## config.mk

```make
export PLATFORM = sky130hd
export DESIGN_NAME = mhp_pwm_top
export DESIGN_NICKNAME = d
export VERILOG_FILES = /design/src/logic/mhp_pkg.sv /design/src/logic/mhp_tick_if.sv /design/src/logic/mhp_pwm_top.sv /design/src/logic/mhp_timebase.sv
export SDC_FILE = /design/constraint.sdc
export NUM_CORES = 1
export LEC_CHECK = 0
export BUFFER_PORTS_ARGS = -buffer_cell sky130_fd_sc_hd__buf_2
export CAP_MARGIN = 40
export CORE_MARGIN = 2
export CORE_UTILIZATION = 39
export CTS_BUF_LIST = sky130_fd_sc_hd__clkbuf_4 sky130_fd_sc_hd__clkbuf_8
export DETAILED_ROUTE_END_ITERATION = 16
export PLACE_DENSITY = 0.58
export REMOVE_ABC_BUFFERS = 1
export SLEW_MARGIN = 20
export SYNTH_ARGS = -nofsm -noshare
export SYNTH_HDL_FRONTEND = slang
export SYNTH_SLANG_ARGS = --single-unit
```

## constraint.sdc

```tcl
create_clock -name clk -period 8 [get_ports clk]
set_input_delay 0.4 -clock clk [delete_from_list [all_inputs] [get_ports clk]]
set_output_delay 0.4 -clock clk [all_outputs]
set_load 0.02 [all_outputs]
```

## src/logic/mhp_pkg.sv

```systemverilog
package mhp_pkg;
  localparam int CHANNEL_COUNT = 8;
  localparam int ROUTED_REDUCED = 6;
  localparam int TIME_WIDTH = 24;
  localparam int CLOCK_MHZ = 40;
  // one microsecond at 40 MHz
  localparam int US_TICK_CYCLES = CLOCK_MHZ;
  localparam logic [TIME_WIDTH-1:0] PERIOD_RESET = 24'h000000;
  localparam logic [TIME_WIDTH-1:0] HIGH_TIME_SKIP = 24'hffffff;
  // reduced build: slots 3 and 5 (channel3, channel5) have no pin
  localparam logic [CHANNEL_COUNT-1:0] REDUCED_PIN_MASK = 8'hd7;
  localparam logic [CHANNEL_COUNT-1:0] FULL_PIN_MASK = 8'hff;
endpackage

```

## src/logic/mhp_tick_if.sv

```systemverilog
`timescale 1ns/1ps
interface mhp_tick_if;
  logic usTick;
  logic cycleStart;
  modport source(output usTick, output cycleStart);
  modport sink(input usTick, input cycleStart);
endinterface

```

## src/logic/mhp_pwm_top.sv

```systemverilog
`timescale 1ns/1ps
module mhp_pwm_top
  import mhp_pkg::*;
#(
  parameter int NCH = CHANNEL_COUNT,
  parameter int TW = TIME_WIDTH,
  parameter bit REDUCED = 1'b0
) (
  input wire logic clk,
  input wire logic reset_n,
  input wire logic setupStrobe,
  input wire logic [TW-1:0] cycleTimeUs,
  input wire logic [3:0] channelEntryCount,
  input wire logic [NCH*TW-1:0] highTimeListA,
  output logic [NCH-1:0] pwmOut,
  output logic [NCH-1:0] pwmOutEn,
  output logic [NCH-1:0] setupDone
);
  localparam logic [NCH-1:0] PIN_MASK = REDUCED ? NCH'(REDUCED_PIN_MASK) : NCH'(FULL_PIN_MASK);

  mhp_tick_if tick ();
  logic [TW-1:0] usCount;

  // configuration group
  logic [TW-1:0] period_reg;
  logic [TW-1:0] period_next;
  logic [TW-1:0] highTime_reg [NCH];
  logic [TW-1:0] highTime_next [NCH];
  logic [NCH-1:0] active_reg;
  logic [NCH-1:0] active_next;
  logic [NCH-1:0] oe_reg;
  logic [NCH-1:0] oe_next;

  // status group
  logic [NCH-1:0] done_reg;
  logic [NCH-1:0] done_next;

  // pin level group
  logic [NCH-1:0] out_reg;
  logic [NCH-1:0] out_next;

  // list entry i sits at bits [i*TW +: TW]
  function automatic logic [TW-1:0] entryValue(input int idx, input logic [NCH*TW-1:0] list);
    entryValue = list[idx*TW +: TW];
  endfunction

  // entries past the count or holding minus one are skipped
  function automatic logic entryUsed(input int idx, input logic [3:0] cnt, input logic [TW-1:0] ht);
    entryUsed = (4'(idx) < cnt) && (ht != HIGH_TIME_SKIP);
  endfunction

  // level of one pin for the current microsecond count
  function automatic logic levelFor(
    input logic act,
    input logic routed,
    input logic [TW-1:0] count,
    input logic [TW-1:0] ht,
    input logic restart
  );
    // a restart forces low so the cycle after each setup strobe starts clean; wraps do not
    levelFor = act && routed && (count < ht) && !restart;
  endfunction

  mhp_timebase #(.TW(TW)) timebase (
    .clk(clk),
    .reset_n(reset_n),
    .restart(setupStrobe),
    .periodUs(period_next),
    .tick(tick),
    .usCount(usCount)
  );

  // configuration: taken only on the strobe
  always_comb begin
    period_next = period_reg;
    active_next = active_reg;
    oe_next = oe_reg;
    for (int i = 0; i < NCH; i++) begin
      highTime_next[i] = highTime_reg[i];
    end
    if (setupStrobe) begin
      // one shared period; per-channel mismatch is not checked
      period_next = cycleTimeUs;
      for (int i = 0; i < NCH; i++) begin
        if (entryUsed(i, channelEntryCount, entryValue(i, highTimeListA))) begin
          highTime_next[i] = entryValue(i, highTimeListA);
          active_next[i] = 1'b1;
          // unrouted slots still count but never drive
          oe_next[i] = PIN_MASK[i];
        end
      end
    end
  end

  always_ff @(posedge clk or negedge reset_n) begin
    if (!reset_n) begin
      period_reg <= PERIOD_RESET;
      active_reg <= '0;
      oe_reg <= '0;
      for (int i = 0; i < NCH; i++) begin
        highTime_reg[i] <= '0;
      end
    end else begin
      period_reg <= period_next;
      active_reg <= active_next;
      oe_reg <= oe_next;
      for (int i = 0; i < NCH; i++) begin
        highTime_reg[i] <= highTime_next[i];
      end
    end
  end

  // status: one pulse per accepted entry
  always_comb begin
    done_next = '0;
    if (setupStrobe) begin
      for (int i = 0; i < NCH; i++) begin
        if (entryUsed(i, channelEntryCount, entryValue(i, highTimeListA))) begin
          done_next[i] = 1'b1;
        end
      end
    end
  end

  always_ff @(posedge clk or negedge reset_n) begin
    if (!reset_n) begin
      done_reg <= '0;
    end else begin
      done_reg <= done_next;
    end
  end

  // pin levels: registered, so one cycle behind the count
  always_comb begin
    for (int i = 0; i < NCH; i++) begin
      out_next[i] = levelFor(active_next[i], PIN_MASK[i], usCount, highTime_reg[i], setupStrobe);
    end
  end

  always_ff @(posedge clk or negedge reset_n) begin
    if (!reset_n) begin
      out_reg <= '0;
    end else begin
      out_reg <= out_next;
    end
  end

  assign pwmOut = out_reg;
  assign pwmOutEn = oe_reg;
  assign setupDone = done_reg;
endmodule // mhp_pwm_top

```

## src/logic/mhp_timebase.sv

```systemverilog
`timescale 1ns/1ps
module mhp_timebase
  import mhp_pkg::*;
#(
  parameter int TW = TIME_WIDTH
) (
  input wire logic clk,
  input wire logic reset_n,
  input wire logic restart,
  input wire logic [TW-1:0] periodUs,
  mhp_tick_if.source tick,
  output logic [TW-1:0] usCount
);
  logic [6:0] divCount_reg, divCount_next;
  logic [TW-1:0] usCount_reg, usCount_next;
  logic usTick_reg, usTick_next;
  logic start_reg, start_next;

  always_comb begin
    divCount_next = divCount_reg;
    usCount_next = usCount_reg;
    usTick_next = 1'b0;
    start_next = 1'b0;
    if (restart) begin
      divCount_next = 7'h00;
      usCount_next = '0;
      start_next = 1'b1;
    end else if (divCount_reg == 7'(US_TICK_CYCLES - 1)) begin
      divCount_next = 7'h00;
      usTick_next = 1'b1;
      // wrap closes one modulation cycle
      if (usCount_reg + 1'b1 >= periodUs) begin
        usCount_next = '0;
        start_next = 1'b1;
      end else begin
        usCount_next = usCount_reg + 1'b1;
      end
    end else begin
      divCount_next = divCount_reg + 7'h01;
    end
  end

  always_ff @(posedge clk or negedge reset_n) begin
    if (!reset_n) begin
      divCount_reg <= 7'h00;
      usCount_reg <= '0;
      usTick_reg <= 1'b0;
      start_reg <= 1'b0;
    end else begin
      divCount_reg <= divCount_next;
      usCount_reg <= usCount_next;
      usTick_reg <= usTick_next;
      start_reg <= start_next;
    end
  end

  assign tick.usTick = usTick_reg;
  assign tick.cycleStart = start_reg;
  assign usCount = usCount_reg;
endmodule // mhp_timebase

```

==> results of run 1 <==
-- stage by stage --
| step | util | setup WS (ns) | instances |
|---|---|---|---|
| 2_1_floorplan | - | 4.39 | 1633 |
| 3_3_place_gp | 0.443 | 3.69 | 2417 |
| 3_5_place_dp | 0.444 | 3.50 | 2420 |
| 4_1_cts | 0.511 | 3.48 | 2655 |
| 5_1_grt | 0.513 | 3.48 | 2660 |
| 6_report | 0.513 | 3.70 | 2660 |
-- power by group through the flow --
| stage | combinational (mW) | sequential, mW | clock, mW |
|---|---|---|---|
| 3_3_place_gp | 0.522 | 1.61 | 0 |
| 5_1_grt | 0.683 | 1.60 | 1.67 |
| 3_5_place_dp | 0.541 | 1.61 | 0 |
| 6_report | 0.600 | 1.59 | 1.57 |
| 2_1_floorplan | 0.284 | 1.61 | 0 |
| 4_1_cts | 0.602 | 1.59 | 1.60 |
-- worst paths after layout --
kind / endpoint / from / cells past startpoint / slack, ns
worst max-delay path: timebase.usCount[22]$_DFFE_PN0P_ / timebase.usCount[2]$_DFFE_PN0P_ / 10 / 3.70
worst min-delay path: highTime_reg[172]$_DFFE_PN0P_ / highTimeListA[4] / 3 / 0.03
worst max register to register: timebase.usCount[22]$_DFFE_PN0P_ / timebase.usCount[2]$_DFFE_PN0P_ / 10 / 3.70
worst min register to register: active_reg[7]$_DFF_PN0_ / active_reg[7]$_DFF_PN0_ / 1 / 0.46
max in group asynchronous: highTime_reg[135]$_DFFE_PN0P_ / reset_n / 3 / 6.43
min in group asynchronous: setupDone[4]$_DFF_PN0_ / reset_n / 2 / 0.29
-- repair_timing --
item | 4_1_cts | 5_1_grt
setup buffers | 0 | 0
hold buffers | 148 | 0
endpoints found under the hold margin | 209 | 0
setup endpoints to repair | 0 | 0
-- cell type report --
| type | instances | area [sq um] |
|---|---|---|
| clock buffers | 76 | 1010 |
| clock inverters | 11 | 159 |
| fillers | 3789 | 19400 |
| inverters | 219 | 822 |
| multi-input cells | 1135 | 7820 |
| flip-flops and latches | 279 | 6980 |
| well taps | 525 | 657 |
| repair buffers | 415 | 2970 |
-- logic make-up after synthesis --
| logic type | count (synthesis) | share of synthesized area |
|---|---|---|
| multiplexers | 31 | 0.0203 |
| buffers and inverters | 272 | 0.0661 |
| AND/OR/NAND/NOR | 456 | 0.141 |
| adder cells (fa/ha/maj) | 210 | 0.166 |
| AO/OA/AOI/OAI | 412 | 0.150 |
| XOR/XNOR | 26 | 0.0144 |
| flip-flops | 279 | 0.442 |
-- routing by layer --
| layer | wire length [microns] | GRT usage | vias to the layer above |
|---|---|---|---|
| met5 | 0 | 0 | - |
| met4 | 1470 | 0.0794 | 0 |
| met3 | 2490 | 0.0380 | 98 |
| met2 | 23500 | 0.398 | 380 |
| met1 | 23000 | 0.331 | 6462 |
| li1 | - | - | 6701 |
-- tightest hold or removal path: stages --
cell,delay [ns]
buf_2,0.10
nand2_1,0.05
o21ai_0,0.06
-- cell usage in the layout (no fill, tap or decap), types with 4 or more instances in the layout --
master         netlist  layout
dfrtp_1            279     279
buf_2                7     245
o21ai_0            241     241
inv_1              219     219
nand2_1            215     215
ha_1               210     210
dlygate4sd3_1        0     148
nand4_1             85      85
clkbuf_8             0      71
a21oi_1             72      67
nor2_1              53      53
a21o_1              40      40
mux2i_1             23      23
a22o_1              22      22
xnor2_1             18      18
nand3_1             16      16
or2_2               16      16
buf_4                0      13
nor3_1              12      12
and4_1              12      12
nor2b_1             11      11
a211oi_1             9       9
xor2_1               8       8
nor4_1               8       8
mux2_2               7       7
nand2b_1             7       7
o221ai_1             7       7
nor4bb_1             7       7
clkinv_2             0       6
clkbuf_4             0       5
o31ai_1              4       4
bufinv_16            0       4
==> metrics.cfg, run 1 <==
[synth]
netlist_instances=1686
synth_warnings=0
ys_ff_latch=279
async_reset_ff_frac=1.00
synthTopCellsByCount=dfrtp_1, o21ai_0, inv_1
syn_area_sq_mm=0.0158
synth_most_common_cell=dfrtp_1
ys_seq_area_frac=0.442
yosys.area.top_type=dfrtp_1
synth_flop_cell=dfrtp_1
avgSynthCellArea_sq_um=9.37
synth_edf_count=0
synth_top_area_share=0.442
ys_types=52
synth_area_leaders=dfrtp_1, ha_1, o21ai_0

[sta]
tightest_slew_ns=0.946
rsz0062_at_grt=false
hold_viol=0
holdWs_ns=0.0312
fin_setup_tns_ns=0
skew_ns=0.0313
min_period_ns=4.30
setup_viol=0
post-route-period-util=0.537
finalMaxSlewViolations=0
relSlewSlack=0.369
max_freq_mhz=233

[layout]
insertedDiodeCount=0
nets=2533
design_area_sq_mm=0.0204
largest_reg_flops=192
drive_gt1_frac=0.182
area_delta_synth_final_pct=29.2

[worst_setup_path]
path_max_fanout=23
path_class=flop to flop
required_ns=8.55
crit_chain=nand3_1 > nor4_2 > nand3_1 > xnor2_1 > ha_1 > a21o_1 > a221o_1 > a221o_1 > nor2_4 > a22o_1
critical-path-max-stage-delay_ns=0.69
start_kind=flop
crit_buf_inv=0
cp.arrival_ns=4.85
crit_slowest_cell=dfrtp_1
end_kind=flop
critical_path.top_delay_family=simple AND/OR/NAND/NOR gates

[die]
die_w_microns=205
dieArea_sq_mm=0.0422
core_sq_mm=0.0398
start_util=0.397
core.rowCount=73
io_pins=247
die_y_microns=205

[routing]
drt_iter0_drc=963
totalWireLength_microns=50500
post_drt_wl_per_cell_microns=19.0
route.detailed.drc=0
detail-route-antenna-nets=0
via_per_inst=5.13
routed-via-count=13600
drt_pre_antenna_iters=5

[place]
placed_cell_area_sq_mm=0.0177
io_buffers=246
hpwl_microns=36500
place_congestion=0.863

[clocking]
htreeDepth=2
clk_pin_slew_ns=0.06
cts_resized=0
cts_sinks=279
clockRootBuffer=clkbuf_8
cts.path.max_buffers=3
cts_tree=done
clk_latency_ns=0.64
numCtsBuffers=50

[power_and_ir_drop]
p_comb_frac=0.160
power.total_mw=3.75
pwr-share-seq=0.423
p_sw_frac=0.276
p_leak_nw=10.4
ir_drop_uv=118
p_clk_frac=0.417
powerDensity_mw_per_mm2=184
intPower_mw=2.72
power.switching_mw=1.04

[grt]
grt_pass1_wl_microns=77600
gr-total-overflow=0
grt_max_degree=153
antenna_found_initial=0
first_global_vias=13800
grt_usage=0.244

[flow_run]
drv_cap=0

[outcome]
status=completed

[worst_hold_path]
hold_class=primary input to flop

Note: power is estimated with default switching activity, not from simulation.
==> inputs of run 2 (changes only) <==
--- a/config.mk
+++ b/config.mk
@@ -11,7 +11,7 @@
 export CORE_UTILIZATION = 39
 export CTS_BUF_LIST = sky130_fd_sc_hd__clkbuf_4 sky130_fd_sc_hd__clkbuf_8
 export DETAILED_ROUTE_END_ITERATION = 16
-export PLACE_DENSITY = 0.58
+export PLACE_DENSITY = 0.61
 export REMOVE_ABC_BUFFERS = 1
 export SLEW_MARGIN = 20
 export SYNTH_ARGS = -nofsm -noshare
==> constraint.sdc (replaced) <==
create_clock -name clk -period 3.5 [get_ports clk]
set_input_delay 0.175 -clock clk [delete_from_list [all_inputs] [get_ports clk]]
set_output_delay 0.175 -clock clk [all_outputs]
set_load 0.02 [all_outputs]
==> metrics.cfg, run 2 (same netlist as run 1, synthesis figures left out) <==
[die]
die_w_microns=205  ; unchanged
core.rowCount=73  ; unchanged
io_pins=247  ; unchanged
start_util=0.397  ; unchanged
dieArea_sq_mm=0.0422  ; unchanged
die_y_microns=205  ; unchanged
core_sq_mm=0.0398  ; unchanged

[layout]
design_area_sq_mm=0.0214  ; was 0.0204 sq mm
largest_reg_flops=192  ; unchanged
drive_gt1_frac=0.196  ; was 0.182
mostFrequentLayoutCells=dfrtp_1, buf_2, o21ai_0, inv_1, dlygate4sd3_1  ; was dfrtp_1, buf_2, o21ai_0, inv_1, nand2_1
post-route-util=0.537  ; was 0.513
insertedDiodeCount=0  ; unchanged
nets=2646  ; was 2,533
area_delta_synth_final_pct=35.4  ; was 29.2%
final_common_cell=dfrtp_1  ; unchanged

[place]
place_congestion=0.856  ; was 0.863
placed_cell_area_sq_mm=0.0180  ; was 0.0177 sq mm
hpwl_microns=35500  ; was 36,500 microns
place_ws_ns=0.139  ; was 3.50 ns
io_buffers=246  ; unchanged

[worst_setup_path]
r2r_slack_ns=0.16  ; was 3.70 ns
end_kind=flop  ; unchanged
rr_startpoint=timebase.usCount[0]$_DFFE_PN0P_  ; was timebase.usCount[2]$_DFFE_PN0P_
required_ns=4.05  ; was 8.55 ns
start_kind=flop  ; unchanged
timing.rr.end=timebase.usCount[23]$_DFFE_PN0P_  ; was timebase.usCount[22]$_DFFE_PN0P_
cp.arrival_ns=3.89  ; was 4.85 ns
path_max_fanout=17  ; was 23
r2r_cells=12  ; was 10
path_class=flop to flop  ; unchanged

[routing]
totalWireLength_microns=51300  ; was 50,500 microns
post_drt_wl_per_cell_microns=18.5  ; was 19.0 microns
route.detailed.drc=0  ; unchanged
drt_pre_antenna_iters=5  ; unchanged
detail-route-antenna-nets=0  ; unchanged
routed-via-count=14300  ; was 13,600
drt_iter0_drc=932  ; was 963
via_per_inst=5.14  ; was 5.13

[sta]
post-route-period-util=0.955  ; was 0.537
relSlewSlack=0.338  ; was 0.369
finalMaxSlewViolations=0  ; unchanged
min_period_ns=3.34  ; was 4.30 ns
fin_ws_ns=0.159  ; was 3.70 ns
hold_viol=0  ; unchanged
max_freq_mhz=299  ; was 233 MHz
setup_viol=0  ; unchanged
tightest_slew_ns=0.993  ; was 0.946 ns
skew_ns=0.0288  ; was 0.0313 ns

[grt]
grt_usage=0.244  ; about the same
first_global_vias=14600  ; was 13,800
grt_max_degree=117  ; was 153
antenna_found_initial=0  ; unchanged
grt_pass1_wl_microns=78600  ; was 77,600 microns
gr-total-overflow=0  ; unchanged

[clocking]
clockRootBuffer=clkbuf_8  ; unchanged
clk_latency_ns=0.64  ; about the same
numCtsBuffers=53  ; was 50
clk_pin_slew_ns=0.06  ; about the same
cts_tree=done  ; unchanged
cts.path.max_buffers=3  ; unchanged
htreeDepth=2  ; unchanged
cts_sinks=279  ; unchanged

[power_and_ir_drop]
ir_drop_uv=247  ; was 118 uV
p_leak_nw=10.9  ; was 10.4 nW
power.total_mw=8.58  ; was 3.75 mW
powerDensity_mw_per_mm2=401  ; was 184 mW/mm^2

[worst_hold_path]
hold_class=primary input to asynchronous set/reset pin  ; was primary input to flop

[flow_run]
drv_cap=0  ; unchanged

[outcome]
status=completed  ; unchanged

run 2: cell types whose count changed in the layout (fill, tap and decap cells not counted), sizes merged:
cell,change
buf,+42
dlygate4sd3,+69
clkinvlp,+2
inv,+2
bufinv,-1
clkbuf,+6
clkinv,-1
run 2: repair_timing:
item	CTS	global route
endpoints found under the setup margin	0	23
hold buffers	217	0
buffers inserted	0	1
gates resized for setup	0	3
endpoints found under the hold margin	327	0
run 2: critical path: stages (launching register included):
cell	delay, ns
dfrtp_1	0.40
nand3_1	0.22
nor4_2	0.33
buf_4	0.18
nand3_1	0.11
xnor2_1	0.25
ha_1	0.29
a21o_1	0.19
a221o_1	0.37
a221o_2	0.49
nor2_4	0.14
buf_12	0.15
a22o_1	0.14
run 2: metal layers:
metal / GRT usage / vias up / part of all wire
met5: 0 / - / 0
met4: 0.113 / 0 / 0.040
met2: 0.402 / 411 / 0.47
met1: 0.318 / 6827 / 0.44
li1: - / 6924 / -
met3: 0.0350 / 118 / 0.049
run 2: how the worst max path moves through the flow:
| stage | start | to | slack [ns] | cells past startpoint |
|---|---|---|---|---|
| detailed placement | timebase.usCount[0]$_DFFE_PN0P_ | timebase.usCount[20]$_DFFE_PN0P_ | 0.14 | 13 |
| global placement | timebase.usCount[0]$_DFFE_PN0P_ | timebase.usCount[19]$_DFFE_PN0P_ | 0.28 | 13 |
| floorplan | timebase.usCount[2]$_DFFE_PN0P_ | timebase.usCount[3]$_DFFE_PN0P_ | -0.11 | 11 |
| finish | timebase.usCount[0]$_DFFE_PN0P_ | timebase.usCount[23]$_DFFE_PN0P_ | 0.16 | 12 |
| CTS | timebase.usCount[0]$_DFFE_PN0P_ | timebase.usCount[3]$_DFFE_PN0P_ | 0.12 | 13 |
| global route | timebase.usCount[2]$_DFFE_PN0P_ | timebase.usCount[22]$_DFFE_PN0P_ | -0.005 | 13 |
run 2: cell type report:
cell class,instances,area (sq um)
well taps,525,657
inverters,219,822
repair buffers,525,3930
clock buffers,83,1040
fillers,3629,18400
clock inverters,13,153
multi-input cells,1135,7820
flip-flops and latches,279,6980
run 2: report_power, final:
part,internal [mW],switching (mW)
logic,0.592,0.792
clock network,2.11,1.46
registers,3.54,0.0870
total,6.24,2.34
run 2: through the flow:
step	instances	TNS, ns	hold WS (ns)
global placement	2464	0	0.352
detailed placement	2465	0	0.351
global route	2779	-0.00466	0.219
finish	2779	0	0.217
CTS	2778	0	0.188
floorplan	1633	-1.86	-0.121
